### config.mk
export PLATFORM = sky130hd
export DESIGN_NAME = owps_link_slave
export DESIGN_NICKNAME = d
export VERILOG_FILES = /design/src/rtl/owps_pkg.sv /design/src/rtl/owps_bit_rx.sv /design/src/rtl/owps_link_slave.sv
export SDC_FILE = /design/constraint.sdc
export NUM_CORES = 1
export LEC_CHECK = 0
export BUFFER_PORTS_ARGS = -buffer_cell sky130_fd_sc_hd__buf_2
export CORE_ASPECT_RATIO = 2
export CORE_MARGIN = 8
export CORE_UTILIZATION = 30
export DETAILED_ROUTE_END_ITERATION = 16
export PLACE_DENSITY = 0.55
export REMOVE_ABC_BUFFERS = 1
export SETUP_SLACK_MARGIN = 0.1
export SYNTH_ARGS = -nofsm -noshare
export SYNTH_HDL_FRONTEND = slang
export SYNTH_HIERARCHICAL = 1
export SYNTH_SLANG_ARGS = --single-unit
### constraint.sdc
create_clock -name i_clk_sys -period 3.8 [get_ports i_clk_sys]
set_input_delay 0.76 -clock i_clk_sys [delete_from_list [all_inputs] [get_ports i_clk_sys]]
set_output_delay 0.76 -clock i_clk_sys [all_outputs]
set_load 0.01 [all_outputs]
### src/rtl/owps_pkg.sv
package owps_pkg;

   // ==========================================================
   // widths
   localparam int unsigned PW = 16;  // pulse and period counters
   localparam int unsigned TW = 24;  // timeout and mode counters
   localparam int unsigned DW = 16;  // data word
   localparam int unsigned AW = 7;   // command address

   // ==========================================================
   // timing
   localparam int unsigned CLK_NS = 8;
   localparam int unsigned IDLE_TO_US = 250;
   localparam int unsigned TKO_US = 2;      // inside the 1 to 5 us band
   localparam int unsigned ON_DLY_US = 2000;
   localparam int unsigned SLOT_US = 20000;
   localparam logic [TW-1:0] IDLE_TO_CYC =
      TW'((IDLE_TO_US * 1000 + CLK_NS - 1) / CLK_NS);
   localparam logic [PW-1:0] TKO_CYC =
      PW'((TKO_US * 1000 + CLK_NS - 1) / CLK_NS);
   localparam logic [TW-1:0] ON_DLY_CYC =
      TW'((ON_DLY_US * 1000 + CLK_NS - 1) / CLK_NS);
   localparam logic [TW-1:0] SLOT_CYC =
      TW'((SLOT_US * 1000 + CLK_NS - 1) / CLK_NS);

   // ==========================================================
   // frame layout
   localparam logic [4:0] CMD_LAST = 5'h07;
   localparam logic [4:0] DATA_LAST = 5'h0f;
   localparam logic [4:0] TX_HANDOVER = 5'h10;
   localparam int unsigned RW_BIT = 0;
   localparam logic RW_READ = 1'b1;

   // ==========================================================
   // modes and states
   typedef enum logic [1:0] {
      MODE_SLOT,
      MODE_NORMAL,
      MODE_CMD
   } owps_mode_e;

   typedef enum logic [2:0] {
      ST_IDLE,
      ST_CMD,
      ST_WR,
      ST_RD_HO,
      ST_RD_TKO,
      ST_RD_TX,
      ST_RD_WAIT,
      ST_SKIP
   } owps_state_e;

   // ==========================================================
   // helpers
   function automatic logic [PW-1:0] owps_sat_inc(input logic [PW-1:0] v);
      owps_sat_inc = (v == {PW{1'b1}}) ? v : v + 1'b1;
   endfunction

   // high time of a sent bit: three quarters for one, a quarter for zero
   function automatic logic [PW-1:0] owps_hi_width(input logic [PW-1:0] p,
                                                   input logic b);
      owps_hi_width = b ? (p >> 1) + (p >> 2) : (p >> 2);
   endfunction

endpackage

### src/rtl/owps_bit_rx.sv
`timescale 1ns/10ps
module owps_bit_rx (
   input wire logic i_clk_sys,                 // system clock
   input wire logic i_rst_b,                   // sync reset, low
   input wire logic i_link,                    // pin level
   input wire logic i_clear,                   // drop bit framing
   output logic o_rise,                        // rising edge pulse
   output logic o_fall,                        // falling edge pulse
   output logic o_bit_valid,                   // one decoded bit
   output logic o_bit,                         // decoded bit value
   output logic [owps_pkg::PW-1:0] o_period    // last bit period
);
   import owps_pkg::*;

   logic link_q;
   logic armed;
   logic [PW-1:0] per_cnt;
   logic [PW-1:0] hi_cnt;

   assign o_rise = i_link & ~link_q;
   assign o_fall = ~i_link & link_q;

   // resets high so a line already high is not seen as an edge
   always_ff @(posedge i_clk_sys) begin
      if (!i_rst_b) link_q <= 1'b1;
      else link_q <= i_link;
   end

   always_ff @(posedge i_clk_sys) begin
      if (!i_rst_b || i_clear) armed <= 1'b0;
      else if (o_rise) armed <= 1'b1;
   end

   // ==========================================================
   // period from rise to rise, high time inside it
   always_ff @(posedge i_clk_sys) begin
      if (!i_rst_b) begin
         per_cnt <= '0;
         hi_cnt <= '0;
      end else if (o_rise) begin
         per_cnt <= 16'h0001;
         hi_cnt <= 16'h0001;
      end else begin
         per_cnt <= owps_sat_inc(per_cnt);
         if (i_link) hi_cnt <= owps_sat_inc(hi_cnt);
      end
   end

   // a bit closes at the rise that opens the next one
   always_ff @(posedge i_clk_sys) begin
      if (!i_rst_b) begin
         o_bit_valid <= 1'b0;
         o_bit <= 1'b0;
         o_period <= '0;
      end else begin
         o_bit_valid <= o_rise & armed & ~i_clear;
         if (o_rise) begin
            o_bit <= {hi_cnt, 1'b0} > {1'b0, per_cnt};
            o_period <= per_cnt;
         end
      end
   end

endmodule // owps_bit_rx

### src/rtl/owps_link_slave.sv
`timescale 1ns/10ps
// Functional notes
// - device only answers, master runs every transfer
// - command byte: seven address bits, low bit read
// - every field goes most significant bit first
// - long high pulse one, short high zero
// - no rise for idle timeout resets receiver
// - timed out write is discarded
// - after handover fall, drive low, send bytes
// - device handover zero, release at three quarters
// - missing takeover ends by stop or timeout
// - missed entry slot ignores link afterwards
// - command mode frees pin; output driven before
// - only power-on reset leaves command mode
// - diagnostic mode still accepts access key write
// - normal operation starts after power-on delay
// - link reset within idle timeout, 250 us
// - takeover low held between 1 and 5 us
module owps_link_slave #(
   parameter logic [owps_pkg::TW-1:0] IDLE_CYC = owps_pkg::IDLE_TO_CYC,
   parameter logic [owps_pkg::TW-1:0] ON_CYC = owps_pkg::ON_DLY_CYC,
   parameter logic [owps_pkg::TW-1:0] SLOT_CYC = owps_pkg::SLOT_CYC,
   parameter logic [owps_pkg::AW-1:0] ENTRY_ADDR = 7'h2a,  // arbitrary
   parameter logic [owps_pkg::DW-1:0] ENTRY_KEY = 16'h5a5a // arbitrary
) (
   input wire logic i_clk_sys,                   // system clock
   input wire logic i_rst_b,                     // power-on reset, low
   input wire logic i_link,                      // pin level in
   output logic o_link,                          // pin level out
   output logic o_link_oe,                       // pin driver on
   input wire logic i_normal_out,                // normal output level
   input wire logic i_diag_mode,                 // device in diagnostic
   output logic o_cmd_mode,                      // command mode active
   output logic o_normal_run,                    // normal operation on
   output logic o_wr_stb,                        // write pulse
   output logic [owps_pkg::AW-1:0] o_wr_addr,    // write address
   output logic [owps_pkg::DW-1:0] o_wr_data,    // write word
   output logic o_rd_req,                        // read request pulse
   output logic [owps_pkg::AW-1:0] o_rd_addr,    // read address
   input wire logic [owps_pkg::DW-1:0] i_rd_data // read word
);
   import owps_pkg::*;

   owps_state_e state;
   owps_mode_e mode;
   logic rx_rise, rx_fall, rx_valid, rx_bit, rx_clear;
   logic [PW-1:0] rx_period;
   logic [7:0] cmd_sh;
   logic [DW-1:0] data_sh;
   logic [4:0] bcnt;
   logic [TW-1:0] tmo_cnt;
   logic [TW-1:0] up_cnt;
   logic [PW-1:0] period;
   logic [PW-1:0] phase;
   logic [4:0] tx_idx;
   logic [DW-1:0] tx_sh;
   logic link_en, tmo_hit, driving;
   logic cmd_done, wr_done, tko_end, bit_end, ho_release;
   logic entry_hit, tx_level;
   logic [DW-1:0] wr_word;
   logic [PW-1:0] hw;

   owps_bit_rx u_rx (
      .i_clk_sys(i_clk_sys),
      .i_rst_b(i_rst_b),
      .i_link(i_link),
      .i_clear(rx_clear),
      .o_rise(rx_rise),
      .o_fall(rx_fall),
      .o_bit_valid(rx_valid),
      .o_bit(rx_bit),
      .o_period(rx_period)
   );

   // ==========================================================
   // decode of frame events
   assign driving = (state == ST_RD_TKO) || (state == ST_RD_TX);
   assign link_en = (mode == MODE_SLOT) || (mode == MODE_CMD) ||
                    ((mode == MODE_NORMAL) && i_diag_mode);
   assign tmo_hit = (state != ST_IDLE) && !rx_rise &&
                    (tmo_cnt >= IDLE_CYC - 1'b1);
   assign rx_clear = driving || tmo_hit ||
                     ((state == ST_IDLE) && !rx_rise);
   assign cmd_done = (state == ST_CMD) && rx_valid && (bcnt == CMD_LAST);
   assign wr_done = (state == ST_WR) && rx_valid && (bcnt == DATA_LAST);
   assign wr_word = {data_sh[DW-2:0], rx_bit};
   assign entry_hit = wr_done && (cmd_sh[7:1] == ENTRY_ADDR) &&
                      (wr_word == ENTRY_KEY) && (mode != MODE_CMD);
   assign tko_end = (state == ST_RD_TKO) && (phase == TKO_CYC - 1'b1);
   assign bit_end = (state == ST_RD_TX) && (phase == period - 1'b1);
   assign ho_release = (state == ST_RD_TX) && (tx_idx == TX_HANDOVER) &&
                       (phase >= owps_hi_width(period, 1'b1));
   assign hw = owps_hi_width(period,
                             (tx_idx == TX_HANDOVER) ? 1'b0 : tx_sh[DW-1]);
   assign tx_level = (state == ST_RD_TX) && (phase < hw);

   // ==========================================================
   // mode: entry slot, normal run, command mode
   always_ff @(posedge i_clk_sys) begin
      if (!i_rst_b) up_cnt <= '0;
      else if (up_cnt != {TW{1'b1}}) up_cnt <= up_cnt + 1'b1;
   end

   always_ff @(posedge i_clk_sys) begin
      if (!i_rst_b) mode <= MODE_SLOT;
      else case (mode)
         MODE_SLOT: begin
            if (entry_hit) mode <= MODE_CMD;
            else if (up_cnt >= SLOT_CYC) mode <= MODE_NORMAL;
         end
         MODE_NORMAL: begin
            if (entry_hit && i_diag_mode) mode <= MODE_CMD;
         end
         MODE_CMD: mode <= MODE_CMD;
         default: mode <= MODE_SLOT;
      endcase
   end

   always_ff @(posedge i_clk_sys) begin
      if (!i_rst_b) begin
         o_cmd_mode <= 1'b0;
         o_normal_run <= 1'b0;
      end else begin
         o_cmd_mode <= (mode == MODE_CMD);
         o_normal_run <= (mode != MODE_CMD) &&
                         (up_cnt >= ON_CYC);
      end
   end

   // ==========================================================
   // idle timeout, restarted by every rise
   always_ff @(posedge i_clk_sys) begin
      if (!i_rst_b || rx_rise || driving || state == ST_IDLE)
         tmo_cnt <= '0;
      else if (tmo_cnt != {TW{1'b1}}) tmo_cnt <= tmo_cnt + 1'b1;
   end

   // ==========================================================
   // transfer sequencing
   always_ff @(posedge i_clk_sys) begin
      if (!i_rst_b || !link_en || tmo_hit) state <= ST_IDLE;
      else case (state)
         ST_IDLE: if (rx_rise) state <= ST_CMD;
         ST_CMD: begin
            if (cmd_done) begin
               if (rx_bit != RW_READ) state <= ST_WR;
               else if (mode == MODE_CMD) state <= ST_RD_HO;
               else state <= ST_SKIP;
            end
         end
         ST_WR: if (wr_done) state <= ST_IDLE;
         ST_RD_HO: if (rx_fall) state <= ST_RD_TKO;
         ST_RD_TKO: if (tko_end) state <= ST_RD_TX;
         ST_RD_TX: if (ho_release) state <= ST_RD_WAIT;
         ST_RD_WAIT: if (rx_rise) state <= ST_IDLE;
         ST_SKIP: state <= ST_SKIP;
         default: state <= ST_IDLE;
      endcase
   end

   // ==========================================================
   // receive shift registers
   always_ff @(posedge i_clk_sys) begin
      if (!i_rst_b || state == ST_IDLE) begin
         cmd_sh <= '0;
         data_sh <= '0;
         bcnt <= '0;
      end else if (rx_valid) begin
         if (state == ST_CMD) begin
            cmd_sh <= {cmd_sh[6:0], rx_bit};
            bcnt <= cmd_done ? 5'h00 : bcnt + 1'b1;
         end else if (state == ST_WR) begin
            data_sh <= wr_word;
            bcnt <= bcnt + 1'b1;
         end
      end
   end

   // ==========================================================
   // read answer timing; period recovered from the last command bit
   always_ff @(posedge i_clk_sys) begin
      if (!i_rst_b) begin
         period <= '0;
         phase <= '0;
         tx_idx <= '0;
         tx_sh <= '0;
      end else begin
         if (cmd_done) period <= rx_period;
         if (state == ST_RD_HO && rx_fall) begin
            phase <= '0;
            tx_sh <= i_rd_data;
         end else if (tko_end) begin
            phase <= '0;
            tx_idx <= '0;
         end else if (bit_end) begin
            phase <= '0;
            tx_idx <= tx_idx + 1'b1;
            tx_sh <= {tx_sh[DW-2:0], 1'b0};
         end else if (driving) begin
            phase <= phase + 1'b1;
         end
      end
   end

   // ==========================================================
   // user side strobes and pin drive
   always_ff @(posedge i_clk_sys) begin
      if (!i_rst_b) begin
         o_wr_stb <= 1'b0;
         o_wr_addr <= '0;
         o_wr_data <= '0;
         o_rd_req <= 1'b0;
         o_rd_addr <= '0;
      end else begin
         // only a full frame closed by stop reaches memory
         o_wr_stb <= wr_done && (mode == MODE_CMD) && !tmo_hit;
         if (wr_done) begin
            o_wr_addr <= cmd_sh[7:1];
            o_wr_data <= wr_word;
         end
         o_rd_req <= cmd_done && (rx_bit == RW_READ) &&
                     (mode == MODE_CMD);
         if (cmd_done) o_rd_addr <= cmd_sh[6:0];
      end
   end

   // master overdrives the live output until command mode
   // idles high in reset so its release makes no false start
   always_ff @(posedge i_clk_sys) begin
      if (!i_rst_b) begin
         o_link <= 1'b1;
         o_link_oe <= 1'b1;
      end else if (mode != MODE_CMD) begin
         o_link <= i_normal_out;
         o_link_oe <= 1'b1;
      end else begin
         o_link <= tx_level;
         o_link_oe <= driving;
      end
   end

   // ==========================================================
   // checks
   localparam int A_TKO = TKO_CYC;

   a_tko_hold_time: assert property (@(posedge i_clk_sys)
      disable iff (!i_rst_b)
      (state == ST_RD_HO && rx_fall && link_en && !tmo_hit) |=>
      ##A_TKO (state == ST_RD_TX) && $past(state == ST_RD_TKO))
      else $error("takeover low time wrong");

   a_timeout_idle: assert property (@(posedge i_clk_sys)
      disable iff (!i_rst_b)
      tmo_hit |=> (state == ST_IDLE) && !o_wr_stb)
      else $error("timeout did not reset receiver");

   a_wr_discard: assert property (@(posedge i_clk_sys)
      disable iff (!i_rst_b)
      o_wr_stb |-> $past(state == ST_WR) && $past(bcnt == DATA_LAST))
      else $error("write issued without full frame");

   a_cmd_sticky: assert property (@(posedge i_clk_sys)
      disable iff (!i_rst_b)
      (mode == MODE_CMD) |=> (mode == MODE_CMD))
      else $error("command mode left without reset");

   a_no_link_normal: assert property (@(posedge i_clk_sys)
      disable iff (!i_rst_b)
      (mode == MODE_NORMAL && !i_diag_mode) |=> (state == ST_IDLE))
      else $error("link active in normal operation");

   a_entry_output_on: assert property (@(posedge i_clk_sys)
      disable iff (!i_rst_b)
      $past(mode != MODE_CMD) |-> o_link_oe && !o_cmd_mode)
      else $error("output off before command mode");

   a_cmd_pin_release: assert property (@(posedge i_clk_sys)
      disable iff (!i_rst_b)
      ($past(mode == MODE_CMD) && !$past(driving)) |-> !o_link_oe)
      else $error("pin driven outside read answer");

   a_rd_req_read: assert property (@(posedge i_clk_sys)
      disable iff (!i_rst_b)
      o_rd_req |-> $past(rx_bit == RW_READ) && (state == ST_RD_HO))
      else $error("read request without read flag");

   a_handover_release: assert property (@(posedge i_clk_sys)
      disable iff (!i_rst_b)
      (ho_release && link_en && !tmo_hit) |=>
      (state == ST_RD_WAIT) ##1 !o_link_oe)
      else $error("handover release wrong");

endmodule // owps_link_slave

==> flow_metrics.py, run 1 <==
metrics = {
    "run_status": {
        "status": "finished clean",
    },
    "routing": {
        "top_layer_used": "met5",
        "route.met3.wl_um": 1060,
        "vias": 10700,
        "drcViolationCount": 0,
        "ant_nets": 0,
        "m1WireLength_um": 12100,
        "via_per_inst": 5.04,
        "routed_wl_um": 34100,
        "drt_iter0_markers": 386,
        "wl_met2_um": 19000,
        "drt_first_pass_iters": 5,
        "wl_per_cell_um": 16.1,
    },
    "power": {
        "clockPowerShare_pct": 44.4,
        "p_switching_mw": 1.20,
        "power.density_nw_per_um2": 346,
        "p_sw_share_pct": 24.4,
        "p_seq_share_pct": 48.4,
        "p_comb_share_pct": 7.2,
        "p_int_mw": 3.71,
        "p_leak_nw": 5.40,
        "ir_worst_vdd_mv": 0.247,
    },
    "setup_path": {
        "cp_max_fo": 3,
        "worst_path_max_delay_cell": "fa_2",
        "worst_ep_required_time_ns": 4.22,
        "max_stage_delay_ns": 0.37,
        "arrival_ns": 3.96,
        "critPathBufInv": 0,
        "startpoint_type": "flip-flop",
        "cpLargestDelayFamily": "compound AO/OA/AOI/OAI gates",
        "r2r_cells": 15,
        "path_depth": 15,
        "crit_type": "flip-flop to flip-flop",
        "end_kind": "flip-flop",
        "crit_path_cell_trace": "ha_1, fa_2, a21o_1, a21oi_2, o21a_1, o31a_1, o21bai_1, xnor2_1, ha_1, a21o_1, a211oi_1, o21ai_1, o211ai_1, a211o_1, o311a_1",
    },
    "timing": {
        "worst_clock_skew_ns": 0.0238,
        "min_period_over_period_pct": 93.2,
        "postLayoutSetupSlackWorst_ns": 0.259,
        "finalCriticalPeriod_ns": 3.54,
        "setup_viol": 0,
        "hold_violations": 0,
        "tightest_slew_ns": 1.09,
        "hold_slack_ns": 0.446,
        "rsz0062_at_grt": "no",
        "fmax_ghz": 0.282,
        "maxSlewHeadroom_pct": 26.8,
        "finalSetupTns_ns": 0,
        "drv_slew": 0,
    },
    "yosys": {
        "synth_compound_area_share_pct": 15.9,
        "syn-cell-area_um2": 12400,
        "seq_area_frac_synth_pct": 35.8,
        "synth-edff-count": 0,
        "synth-simple-area-share_pct": 24.9,
        "synthAdderAreaFrac_pct": 9.95,
        "yosysTopAreaCell": "dfxtp_1",
        "synth_area_leaders": "dfxtp_1 (36%), ha_1 (9.8%), nand2_1 (7.2%), a21oi_1 (4.8%), xnor2_1 (4.0%)",
        "yosysWarnings": 6,
        "synthFlopType": "dfxtp_1",
        "post-synth-top-area-fraction_pct": 35.8,
        "synth_top_family_by_area": "simple AND/OR/NAND/NOR gates",
        "async_flop_share_pct": 0,
        "synth_xor_area_share_pct": 8.10,
        "synthMuxAreaShare_pct": 0.918,
        "synthCells": 1500,
        "synth_cell_types": 84,
        "avgSynthCellArea_um2": 8.27,
        "synth.ff_latch_count": 222,
    },
    "layout": {
        "fillers": 4312,
        "layout_commonest_cell": "nand2_1",
        "final_cell_mix": "nand2_1 (239), dfxtp_1 (220), nor2_1 (124), a21oi_1 (117), ha_1 (97)",
        "drive_above_1_share_pct": 12.2,
        "diodes": 0,
        "nNetsFinal": 1685,
        "syn_to_final_growth_pct": 14.5,
    },
    "global_routing": {
        "grt_use_total_pct": 14.0,
        "overflow": 0,
        "grt_pass1_wl_um": 55400,
        "grt_max_degree": 46,
        "antenna_found_initial": 2,
        "grt_pass1_vias": 10800,
    },
    "floorplan": {
        "row_count": 105,
        "initial_core_util_pct": 30.4,
        "die_width_um": 160,
        "core_um2": 40900,
        "fp.dieH_um": 304,
        "fp.dieArea_um2": 48500,
        "pin_count": 57,
    },
    "hold_path": {
        "holdCritPathClass": "flip-flop to flip-flop",
        "min_path_cells": 2,
    },
    "clock_tree": {
        "clockBufferDepth": 3,
        "cts-root-buf": "clkbuf_16",
        "clkSinkCount": 222,
        "ctsHoldBuffers": 0,
        "path_clk_slew_ns": 0.07,
        "htree_num_levels": 1,
        "numCtsBuffers": 22,
        "clk_latency_ns": 0.53,
        "cts_tree": "done",
    },
    "run": {
        "cap_viol_max_count": 0,
    },
    "placement": {
        "port_buffers": 56,
        "dp_hpwl_um": 26500,
        "place_ws_ns": 0.0678,
        "gp_congestion": 0.928,
    },
}
## cell usage after synthesis (21+ instances only)
| library cell | count |
|---|---|
| clkbuf_1 | 52 |
| o21ai_0 | 30 |
| ha_1 | 97 |
| nand3_1 | 61 |
| and3_1 | 36 |
| nand4_1 | 32 |
| nor2_1 | 124 |
| nor3_1 | 21 |
| nand2_1 | 239 |
| xnor2_1 | 57 |
| xor2_1 | 55 |
| a21oi_1 | 119 |
| inv_1 | 68 |
| dfxtp_1 | 222 |
## layer usage
metal,GRT usage [%],up-vias
li1,-,5377
met1,13.1,5002
met3,1.75,93
met5,0,-
met2,28.1,180
met4,8.52,4
## sequential cells by signal, summed over array words and instances (netlist names), 2 cells and up
name           flops
bcnt               5
cmd_sh             8
data_sh           15
mode               2
o_rd_addr          7
o_wr_addr          7
o_wr_data         16
period            16
phase             16
state              3
tmo_cnt           24
tx_idx             5
tx_sh             16
u_rx/hi_cnt       16
u_rx/o_period     16
u_rx/per_cnt      16
up_cnt            24
## power groups by stage
stage	clock network (mW)	registers, mW	logic, mW
global placement	0	2.43	0.350
floorplan	0	2.44	0.210
finish	2.18	2.38	0.352
detailed placement	0	2.43	0.357
CTS	2.26	2.38	0.358
global route	2.36	2.38	0.396
## final timing paths
kind,start,end,slack [ns]
max,period[1],state[0],0.26
min,u_rx/o_period[4],period[4],0.45
max reg2reg,period[1],state[0],0.26
min reg2reg,u_rx/o_period[4],period[4],0.45
## tightest hold or removal path, delay by kind of cell (launching register included)
family           cells  cell delay [ns]
AO/OA/AOI/OAI        1             0.05
flip-flops           1             0.31
AND/OR/NAND/NOR      1             0.05
## timing repair
| action | 4_1_cts | 5_1_grt |
|---|---|---|
| setup buffers | 0 | 0 |
| resized for setup | 2 | 11 |
| endpoints found under the setup margin | 1 | 3 |
| pin swaps | 2 | 4 |
## layout make-up
type                    instances  area [µm²]  share of cell area, %
clock inverters                 7        75.1                  0.529
multi-input cells            1145        7450                   52.5
well taps                     535         669                   4.72
clock buffers                  31         634                   4.47
flip-flops and latches        222        4450                   31.3
repair buffers                107         663                   4.67
inverters                      68         255                   1.80
## cells by family (layout without fill, tap and decap cells)
| kind of cell | after synthesis | after routing |
|---|---|---|
| and+or+nand+nor | 625 | 625 |
| AOI/OAI and AO/OA | 298 | 298 |
| DFF | 222 | 222 |
| buffers and inverters | 133 | 213 |
| xor gates and xnor gates | 113 | 113 |
| adders and majority gates | 98 | 98 |
| muxes | 11 | 11 |
## metrics by stage
step,utilization (%),total power [mW],instance area [µm²],std cells
final,34.7,4.91,14200,2115
after global placement,32.9,2.78,13500,2077
after global routing,34.7,5.13,14200,2115
after detailed placement,32.9,2.79,13500,2077
after CTS,34.7,4.99,14200,2115
after floorplan,-,2.65,12100,1435
No activity file was read; power rests on OpenSTA's default activity.
==> inputs of run 2 (changes only) <==
--- a/config.mk
+++ b/config.mk
@@ -5,6 +5,7 @@
 export SDC_FILE = /design/constraint.sdc
 export NUM_CORES = 1
 export LEC_CHECK = 0
+export ABC_AREA = 1
 export BUFFER_PORTS_ARGS = -buffer_cell sky130_fd_sc_hd__buf_2
 export CORE_ASPECT_RATIO = 2
 export CORE_MARGIN = 8
==> run 2 against run 1 <==
Against the previous run:
- routed wire length rose by 0.84%
- count of clock-buffer cells in the layout did not move
- register-to-register slack improved by 0.21 ns
- synthesized area rose by 6.7%
- clock power rose by 18%
- utilization fell by 0.65 points
- total power rose by 18%
- largest power group is now clock
- final cell count rose by 19%
- first-iteration DRC count rose by 55%
- sequential power rose by 3%
==> flow_metrics.py, run 2 <==
metrics = {
    "setup_path": {
        "worst_path_max_delay_cell": "fa_1",
        "max_stage_delay_ns": 0.42,
        "startpoint_type": "flip-flop",
        "r2r_setup_slack_ns": 0.47,
        "end_kind": "flip-flop",
        "arrival_ns": 3.78,
        "crit_path_start": "period[2]",
        "crit_end": "state[1]",
        "r2r_cells": 21,
        "cp_max_fo": 6,
        "worst_ep_required_time_ns": 4.25,
        "crit_path_cell_trace": "ha_1, fa_1, nand3_1, nand2_1, nand3_1, nand4_1, a21oi_2, o21bai_1, or2_2, nand2_1, ha_1, nand2_1, inv_1, nand3_1, inv_1, a21oi_1, nand3_1, nand2_1, nand2_1, a21oi_1, nor2_1",
        "r2r-start": "period[2]",
        "r2r-end": "state[1]",
        "crit_type": "flip-flop to flip-flop",
        "cp_common_cell": "nand2_1",
    },
    "placement": {
        "port_buffers": 56,
        "gp_congestion": 0.867,
        "placed_cells": 2473,
        "dp_hpwl_um": 25900,
    },
    "layout": {
        "nNetsFinal": 2065,
        "largest_registers": "tmo_cnt: 24 flops, up_cnt: 24 flops",
        "final_util_pct": 34.1,
        "drive_above_1_share_pct": 10.2,
        "stdcell_count": 2518,
        "final_cell_mix": "nand2_1 (452), inv_1 (221), dfxtp_1 (220), nor2_1 (178), o21ai_0 (138)",
        "diodes": 0,
        "layout_commonest_cell": "nand2_1",
        "syn_to_final_growth_pct": 13.1,
    },
    "yosys": {
        "synth-edff-count": 0,
        "synthFlopType": "dfxtp_1",
        "seq_area_frac_synth_pct": 33.6,
        "yosysMostFrequentCell": "nand2_1",
        "synth_area_leaders": "dfxtp_1 (34%), nand2_1 (13%), ha_1 (9.2%), inv_1 (6.3%), o21ai_0 (5.2%)",
        "yosysTopAreaCell": "dfxtp_1",
        "syn-cell-area_um2": 13200,
        "synthCells": 1895,
        "async_flop_share_pct": 0,
        "synth_common_cells": "nand2_1 (452), inv_1 (223), dfxtp_1 (222)",
        "avgSynthCellArea_um2": 6.98,
        "yosysWarnings": 6,
        "synth.ff_latch_count": 222,
        "synth_cell_types": 56,
        "post-synth-top-area-fraction_pct": 33.6,
    },
    "hold_path": {
        "holdCritPathClass": "input pin to flip-flop",
    },
    "clock_tree": {
        "clockBufferDepth": 3,
        "path_clk_slew_ns": 0.07,
        "clk_latency_ns": 0.56,
        "htree_num_levels": 1,
        "clkSinkCount": 222,
        "ctsHoldBuffers": 0,
        "numCtsBuffers": 25,
        "cts_tree": "done",
        "cts-root-buf": "clkbuf_16",
    },
    "global_routing": {
        "antenna_found_initial": 0,
        "overflow": 0,
        "grt_pass1_wl_um": 57300,
        "grt_use_total_pct": 13.3,
        "grt_max_degree": 41,
        "grt_pass1_vias": 11400,
    },
    "power": {
        "p_switching_mw": 1.63,
        "p_sw_share_pct": 28.2,
        "power.density_nw_per_um2": 386,
        "p_seq_share_pct": 42.5,
        "p_int_mw": 4.14,
        "p_comb_share_pct": 12.9,
        "ir_worst_vdd_mv": 0.372,
        "clockPowerShare_pct": 44.7,
        "p_leak_nw": 6.54,
        "fin_total_pwr_mw": 5.77,
    },
    "timing": {
        "setup_viol": 0,
        "tightest_slew_ns": 0.733,
        "drv_slew": 0,
        "worst_clock_skew_ns": 0.0105,
        "finalCriticalPeriod_ns": 3.33,
        "fmax_ghz": 0.300,
        "min_period_over_period_pct": 87.7,
        "maxSlewHeadroom_pct": 51.1,
        "finalSetupTns_ns": 0,
        "rsz0062_at_grt": "no",
        "hold_violations": 0,
    },
    "floorplan": {
        "pin_count": 57,
        "fp.dieArea_um2": 51500,
        "row_count": 109,
        "fp.dieH_um": 313,
        "core_um2": 43900,
        "die_width_um": 165,
        "initial_core_util_pct": 30.1,
    },
    "routing": {
        "drt_iter0_markers": 597,
        "drcViolationCount": 0,
        "wl_per_cell_um": 13.6,
        "vias": 11900,
        "ant_nets": 0,
        "drt_first_pass_iters": 6,
        "via_per_inst": 4.74,
        "routed_wl_um": 34400,
    },
    "run": {
        "cap_viol_max_count": 0,
    },
    "run_status": {
        "status": "finished clean",
    },
}
run 2: changes by cell type in the layout (fill, tap and decap cells not counted), sizes merged, moves of 34 or more:
cell / change
nand2: +229
inv: +164
o21ai: +115
nor2: +65
nand3: +44
buf: -37
a21oi: +34
and3: -34
run 2: cell type report:
cell class,instances,area [µm²]
inverter,231,872
tap,555,694
clock buffer,31,698
sequential,222,4450
fill,4759,28900
timing repair buffer,70,385
multi-input combinational,1396,7700
clock inverter,13,171
run 2: repair_timing:
action | CTS | global route
setup buffers | 0 | 1
setup endpoints to repair | 0 | 3
gates resized for setup | 0 | 7
run 2: per-stage QoR:
step	setup slack [ns]	hold WS, ns	cell area [µm²]
after floorplan	0.869	0.421	13000
after global placement	0.497	0.434	14100
after detailed placement	0.469	0.441	14100
after CTS	0.431	0.387	14900
after global routing	0.105	0.407	15000
final	0.466	0.411	15000
run 2: how the worst min path moves through the flow:
stage	startpoint	to	depth (start not counted)
after global routing	i_normal_out	o_link	3
after detailed placement	u_rx/o_period[1]	u_rx/o_period[1]	2
after floorplan	u_rx/armed	u_rx/armed	2
after CTS	i_normal_out	o_link	3
final	i_normal_out	o_link	3
after global placement	u_rx/o_period[3]	u_rx/o_period[3]	2
run 2: routing by layer:
| metal | GRT usage [%] | wire length [µm] | up-vias |
|---|---|---|---|
| met4 | 3.93 | 845 | 0 |
| met5 | 0 | 0 | - |
| met1 | 18.4 | 16900 | 5371 |
| met3 | 1.63 | 1340 | 50 |
| li1 | - | - | 6304 |
| met2 | 21.3 | 15300 | 207 |
run 2: cells by family after synthesis:
family                   synth area share [%]
AND/OR/NAND/NOR                          29.0
AO/OA/AOI/OAI                            14.5
buffers and inverters                    8.40
flip-flops                               33.6
adder cells (fa/ha/maj)                  9.32
XOR/XNOR                                 5.16
run 2: worst max-delay path, delay by kind of cell, from the launching register on:
kind            cells  cell delay [ns]
flops               1             0.37
compound gates      4             0.52
buf+inv             2             0.09
simple gates       12             1.36
fa+ha+maj           3             0.88
run 2: power groups by stage:
| stage | clock network (mW) | registers, mW | logic [mW] |
|---|---|---|---|
| 6_report | 2.58 | 2.45 | 0.743 |
| 5_1_grt | 2.74 | 2.46 | 0.843 |
| 4_1_cts | 2.66 | 2.45 | 0.747 |
| 3_5_place_dp | 0 | 2.50 | 0.744 |
| 3_3_place_gp | 0 | 2.50 | 0.751 |
| 2_1_floorplan | 0 | 2.49 | 0.530 |
==> inputs of run 3 (changes only) <==
--- a/config.mk
+++ b/config.mk
@@ -12,9 +12,11 @@
 export CORE_UTILIZATION = 30
 export DETAILED_ROUTE_END_ITERATION = 16
 export PLACE_DENSITY = 0.55
+export RECOVER_POWER = 50
 export REMOVE_ABC_BUFFERS = 1
 export SETUP_SLACK_MARGIN = 0.1
 export SYNTH_ARGS = -nofsm -noshare
 export SYNTH_HDL_FRONTEND = slang
 export SYNTH_HIERARCHICAL = 1
 export SYNTH_SLANG_ARGS = --single-unit
+export TNS_END_PERCENT = 30
==> run 3 against run 2 <==
Against the previous run:
- maximum frequency down 0.39%
- final cell count is the same
- critical path type unchanged
- register-to-register slack hardly changed
- setup slack got worse by 0.013 ns
- clock skew down 0.00060 ns
- non-clock buffer count did not move
- highest routed layer unchanged
- the run now ends with max-capacitance violations, max-slew violations left
- largest cell class unchanged
- utilization fell by 0.28 points
==> flow_metrics.py, run 3 (synthesis results as in run 2) <==
metrics = {
    "run_status": {
        "status": "finished, violations left",
        "violations": "max-capacitance violations, max-slew violations",
    },
    "hold_path": {
        "worstHoldStart": "i_normal_out",
        "holdCritPathClass": "input pin to flip-flop",
        "min_path_cells": 3,
        "whs_endpoint": "o_link",
    },
    "floorplan": {
        "fp.dieH_um": 313,
        "row_count": 109,
        "core_um2": 43900,
        "die_width_um": 165,
        "initial_core_util_pct": 30.1,
        "fp.dieArea_um2": 51500,
        "pin_count": 57,
    },
    "power": {
        "fin_total_pwr_mw": 5.76,
        "ir_worst_vdd_mv": 0.372,
        "power.density_nw_per_um2": 388,
        "p_leak_nw": 6.33,
    },
    "clock_tree": {
        "path_clk_slew_ns": 0.07,
        "cts-root-buf": "clkbuf_16",
        "numCtsBuffers": 25,
        "clk_latency_ns": 0.56,
        "cts_tree": "done",
        "clockBufferDepth": 3,
        "ctsHoldBuffers": 0,
        "htree_num_levels": 1,
        "clkSinkCount": 222,
    },
    "timing": {
        "setup_viol": 0,
        "postLayoutSetupSlackWorst_ns": 0.453,
        "hold_violations": 0,
        "finalCriticalPeriod_ns": 3.35,
        "finalSetupTns_ns": 0,
        "rsz0062_at_grt": "no",
        "tightest_slew_ns": 1.62,
        "maxSlewHeadroom_pct": -9.47,
        "worst_clock_skew_ns": 0.00992,
        "fmax_ghz": 0.299,
        "min_period_over_period_pct": 88.1,
        "drv_slew": 15,
    },
    "global_routing": {
        "met1_usage_pct": 18.4,
        "grtUsageMet2_pct": 21.3,
        "grt_pass1_wl_um": 57300,
        "overflow": 0,
        "grt_max_degree": 41,
        "grt_busiest_layer": "met2",
        "grt_pass1_vias": 11400,
        "grt_use_total_pct": 13.3,
        "antenna_found_initial": 0,
        "grt_use_met3_pct": 1.63,
    },
    "setup_path": {
        "r2r-start": "period[2]",
        "cp_max_fo": 6,
        "r2r-end": "state[1]",
        "worst_ep_required_time_ns": 4.25,
        "cp_common_cell": "nand2_1",
        "critPathBufInv": 2,
        "r2r_cells": 21,
        "crit_type": "flip-flop to flip-flop",
        "crit_path_start": "period[2]",
        "cpLargestDelayFamily": "simple AND/OR/NAND/NOR gates",
        "startpoint_type": "flip-flop",
        "crit_path_cell_trace": "ha_1, fa_1, nand3_1, nand2_1, nand3_1, nand4_1, a21oi_2, o21bai_1, or2_2, nand2_1, ha_1, nand2_1, inv_1, nand3_1, inv_1, a21oi_1, nand3_1, nand2_1, nand2_1, a21oi_1, nor2_1",
        "r2r_setup_slack_ns": 0.45,
        "worst_path_max_delay_cell": "fa_1",
        "max_stage_delay_ns": 0.42,
        "end_kind": "flip-flop",
        "arrival_ns": 3.79,
    },
    "placement": {
        "dp_hpwl_um": 25900,
        "gp_congestion": 0.867,
        "place_ws_ns": 0.469,
        "placed_cells": 2473,
        "port_buffers": 56,
    },
    "routing": {
        "drcViolationCount": 0,
        "drt_first_pass_iters": 5,
        "drt_iter0_markers": 589,
        "routed_wl_um": 34300,
        "ant_nets": 0,
        "via_per_inst": 4.74,
        "wl_per_cell_um": 13.6,
        "vias": 11900,
    },
    "layout": {
        "stdcell_count": 2518,
        "largest_registers": "tmo_cnt: 24 flops, up_cnt: 24 flops",
        "drive_above_1_share_pct": 7.39,
        "nNetsFinal": 2065,
        "layout_commonest_cell": "nand2_1",
        "final_cell_mix": "nand2_1 (455), inv_1 (223), dfxtp_1 (220), nor2_1 (182), o21ai_0 (139)",
        "diodes": 0,
        "fillers": 4799,
        "final_util_pct": 33.8,
        "syn_to_final_growth_pct": 12.2,
    },
    "run": {
        "cap_viol_max_count": 1,
    },
}
## run 3: how the worst max path moves through the flow
stage / end / slack (ns) / depth (start not counted)
after floorplan: state[2] / 0.87 / 21
after global placement: state[2] / 0.50 / 21
after detailed placement: state[2] / 0.47 / 22
after CTS: state[1] / 0.43 / 22
after global routing: state[1] / 0.11 / 20
final: state[1] / 0.45 / 21
## run 3: worst register-to-register path: stages, from the launching register on
cell and delay (ns):
dfxtp_1 0.37, ha_1 0.24, fa_1 0.42, nand3_1 0.12
nand2_1 0.12, nand3_1 0.12, nand4_1 0.13, a21oi_2 0.14
o21bai_1 0.07, or2_2 0.29, nand2_1 0.07, ha_1 0.22
nand2_1 0.07, inv_1 0.04, nand3_1 0.10, inv_1 0.05
a21oi_1 0.14, nand3_1 0.12, nand2_1 0.07, nand2_1 0.12
a21oi_1 0.16, nor2_1 0.06
## run 3: per-layer routing
layer	part of all wire, %	up-vias
met5	0	-
met4	2.5	0
met3	4.0	50
met2	45	189
met1	49	5383
li1	-	6310
## run 3: cell type report
| class | count | area (µm²) | area share [%] |
|---|---|---|---|
| Inverter | 231 | 871 | 5.87 |
| Tap cell | 555 | 694 | 4.68 |
| Clock inverter | 13 | 171 | 1.15 |
| Multi-Input combinational cell | 1396 | 7630 | 51.4 |
| Timing Repair Buffer | 70 | 332 | 2.23 |
| Sequential cell | 222 | 4450 | 30.0 |
| Clock buffer | 31 | 698 | 4.70 |
## run 3: where the power goes
group	switching, mW	internal, mW	total [mW]
registers	0.0706	2.38	2.45
logic	0.490	0.243	0.733
clock network	1.06	1.52	2.58
## run 3: metrics by stage
stage                     area, µm²  hold slack [ns]
after detailed placement      14100            0.441
final                         14800            0.412
after global placement        14100            0.434
after floorplan               13000            0.421
after CTS                     14900            0.387
after global routing          14800            0.407
## run 3: timing repair
item,CTS,global route
resized for setup,0,7
setup endpoints to repair,0,3
buffers inserted,0,1
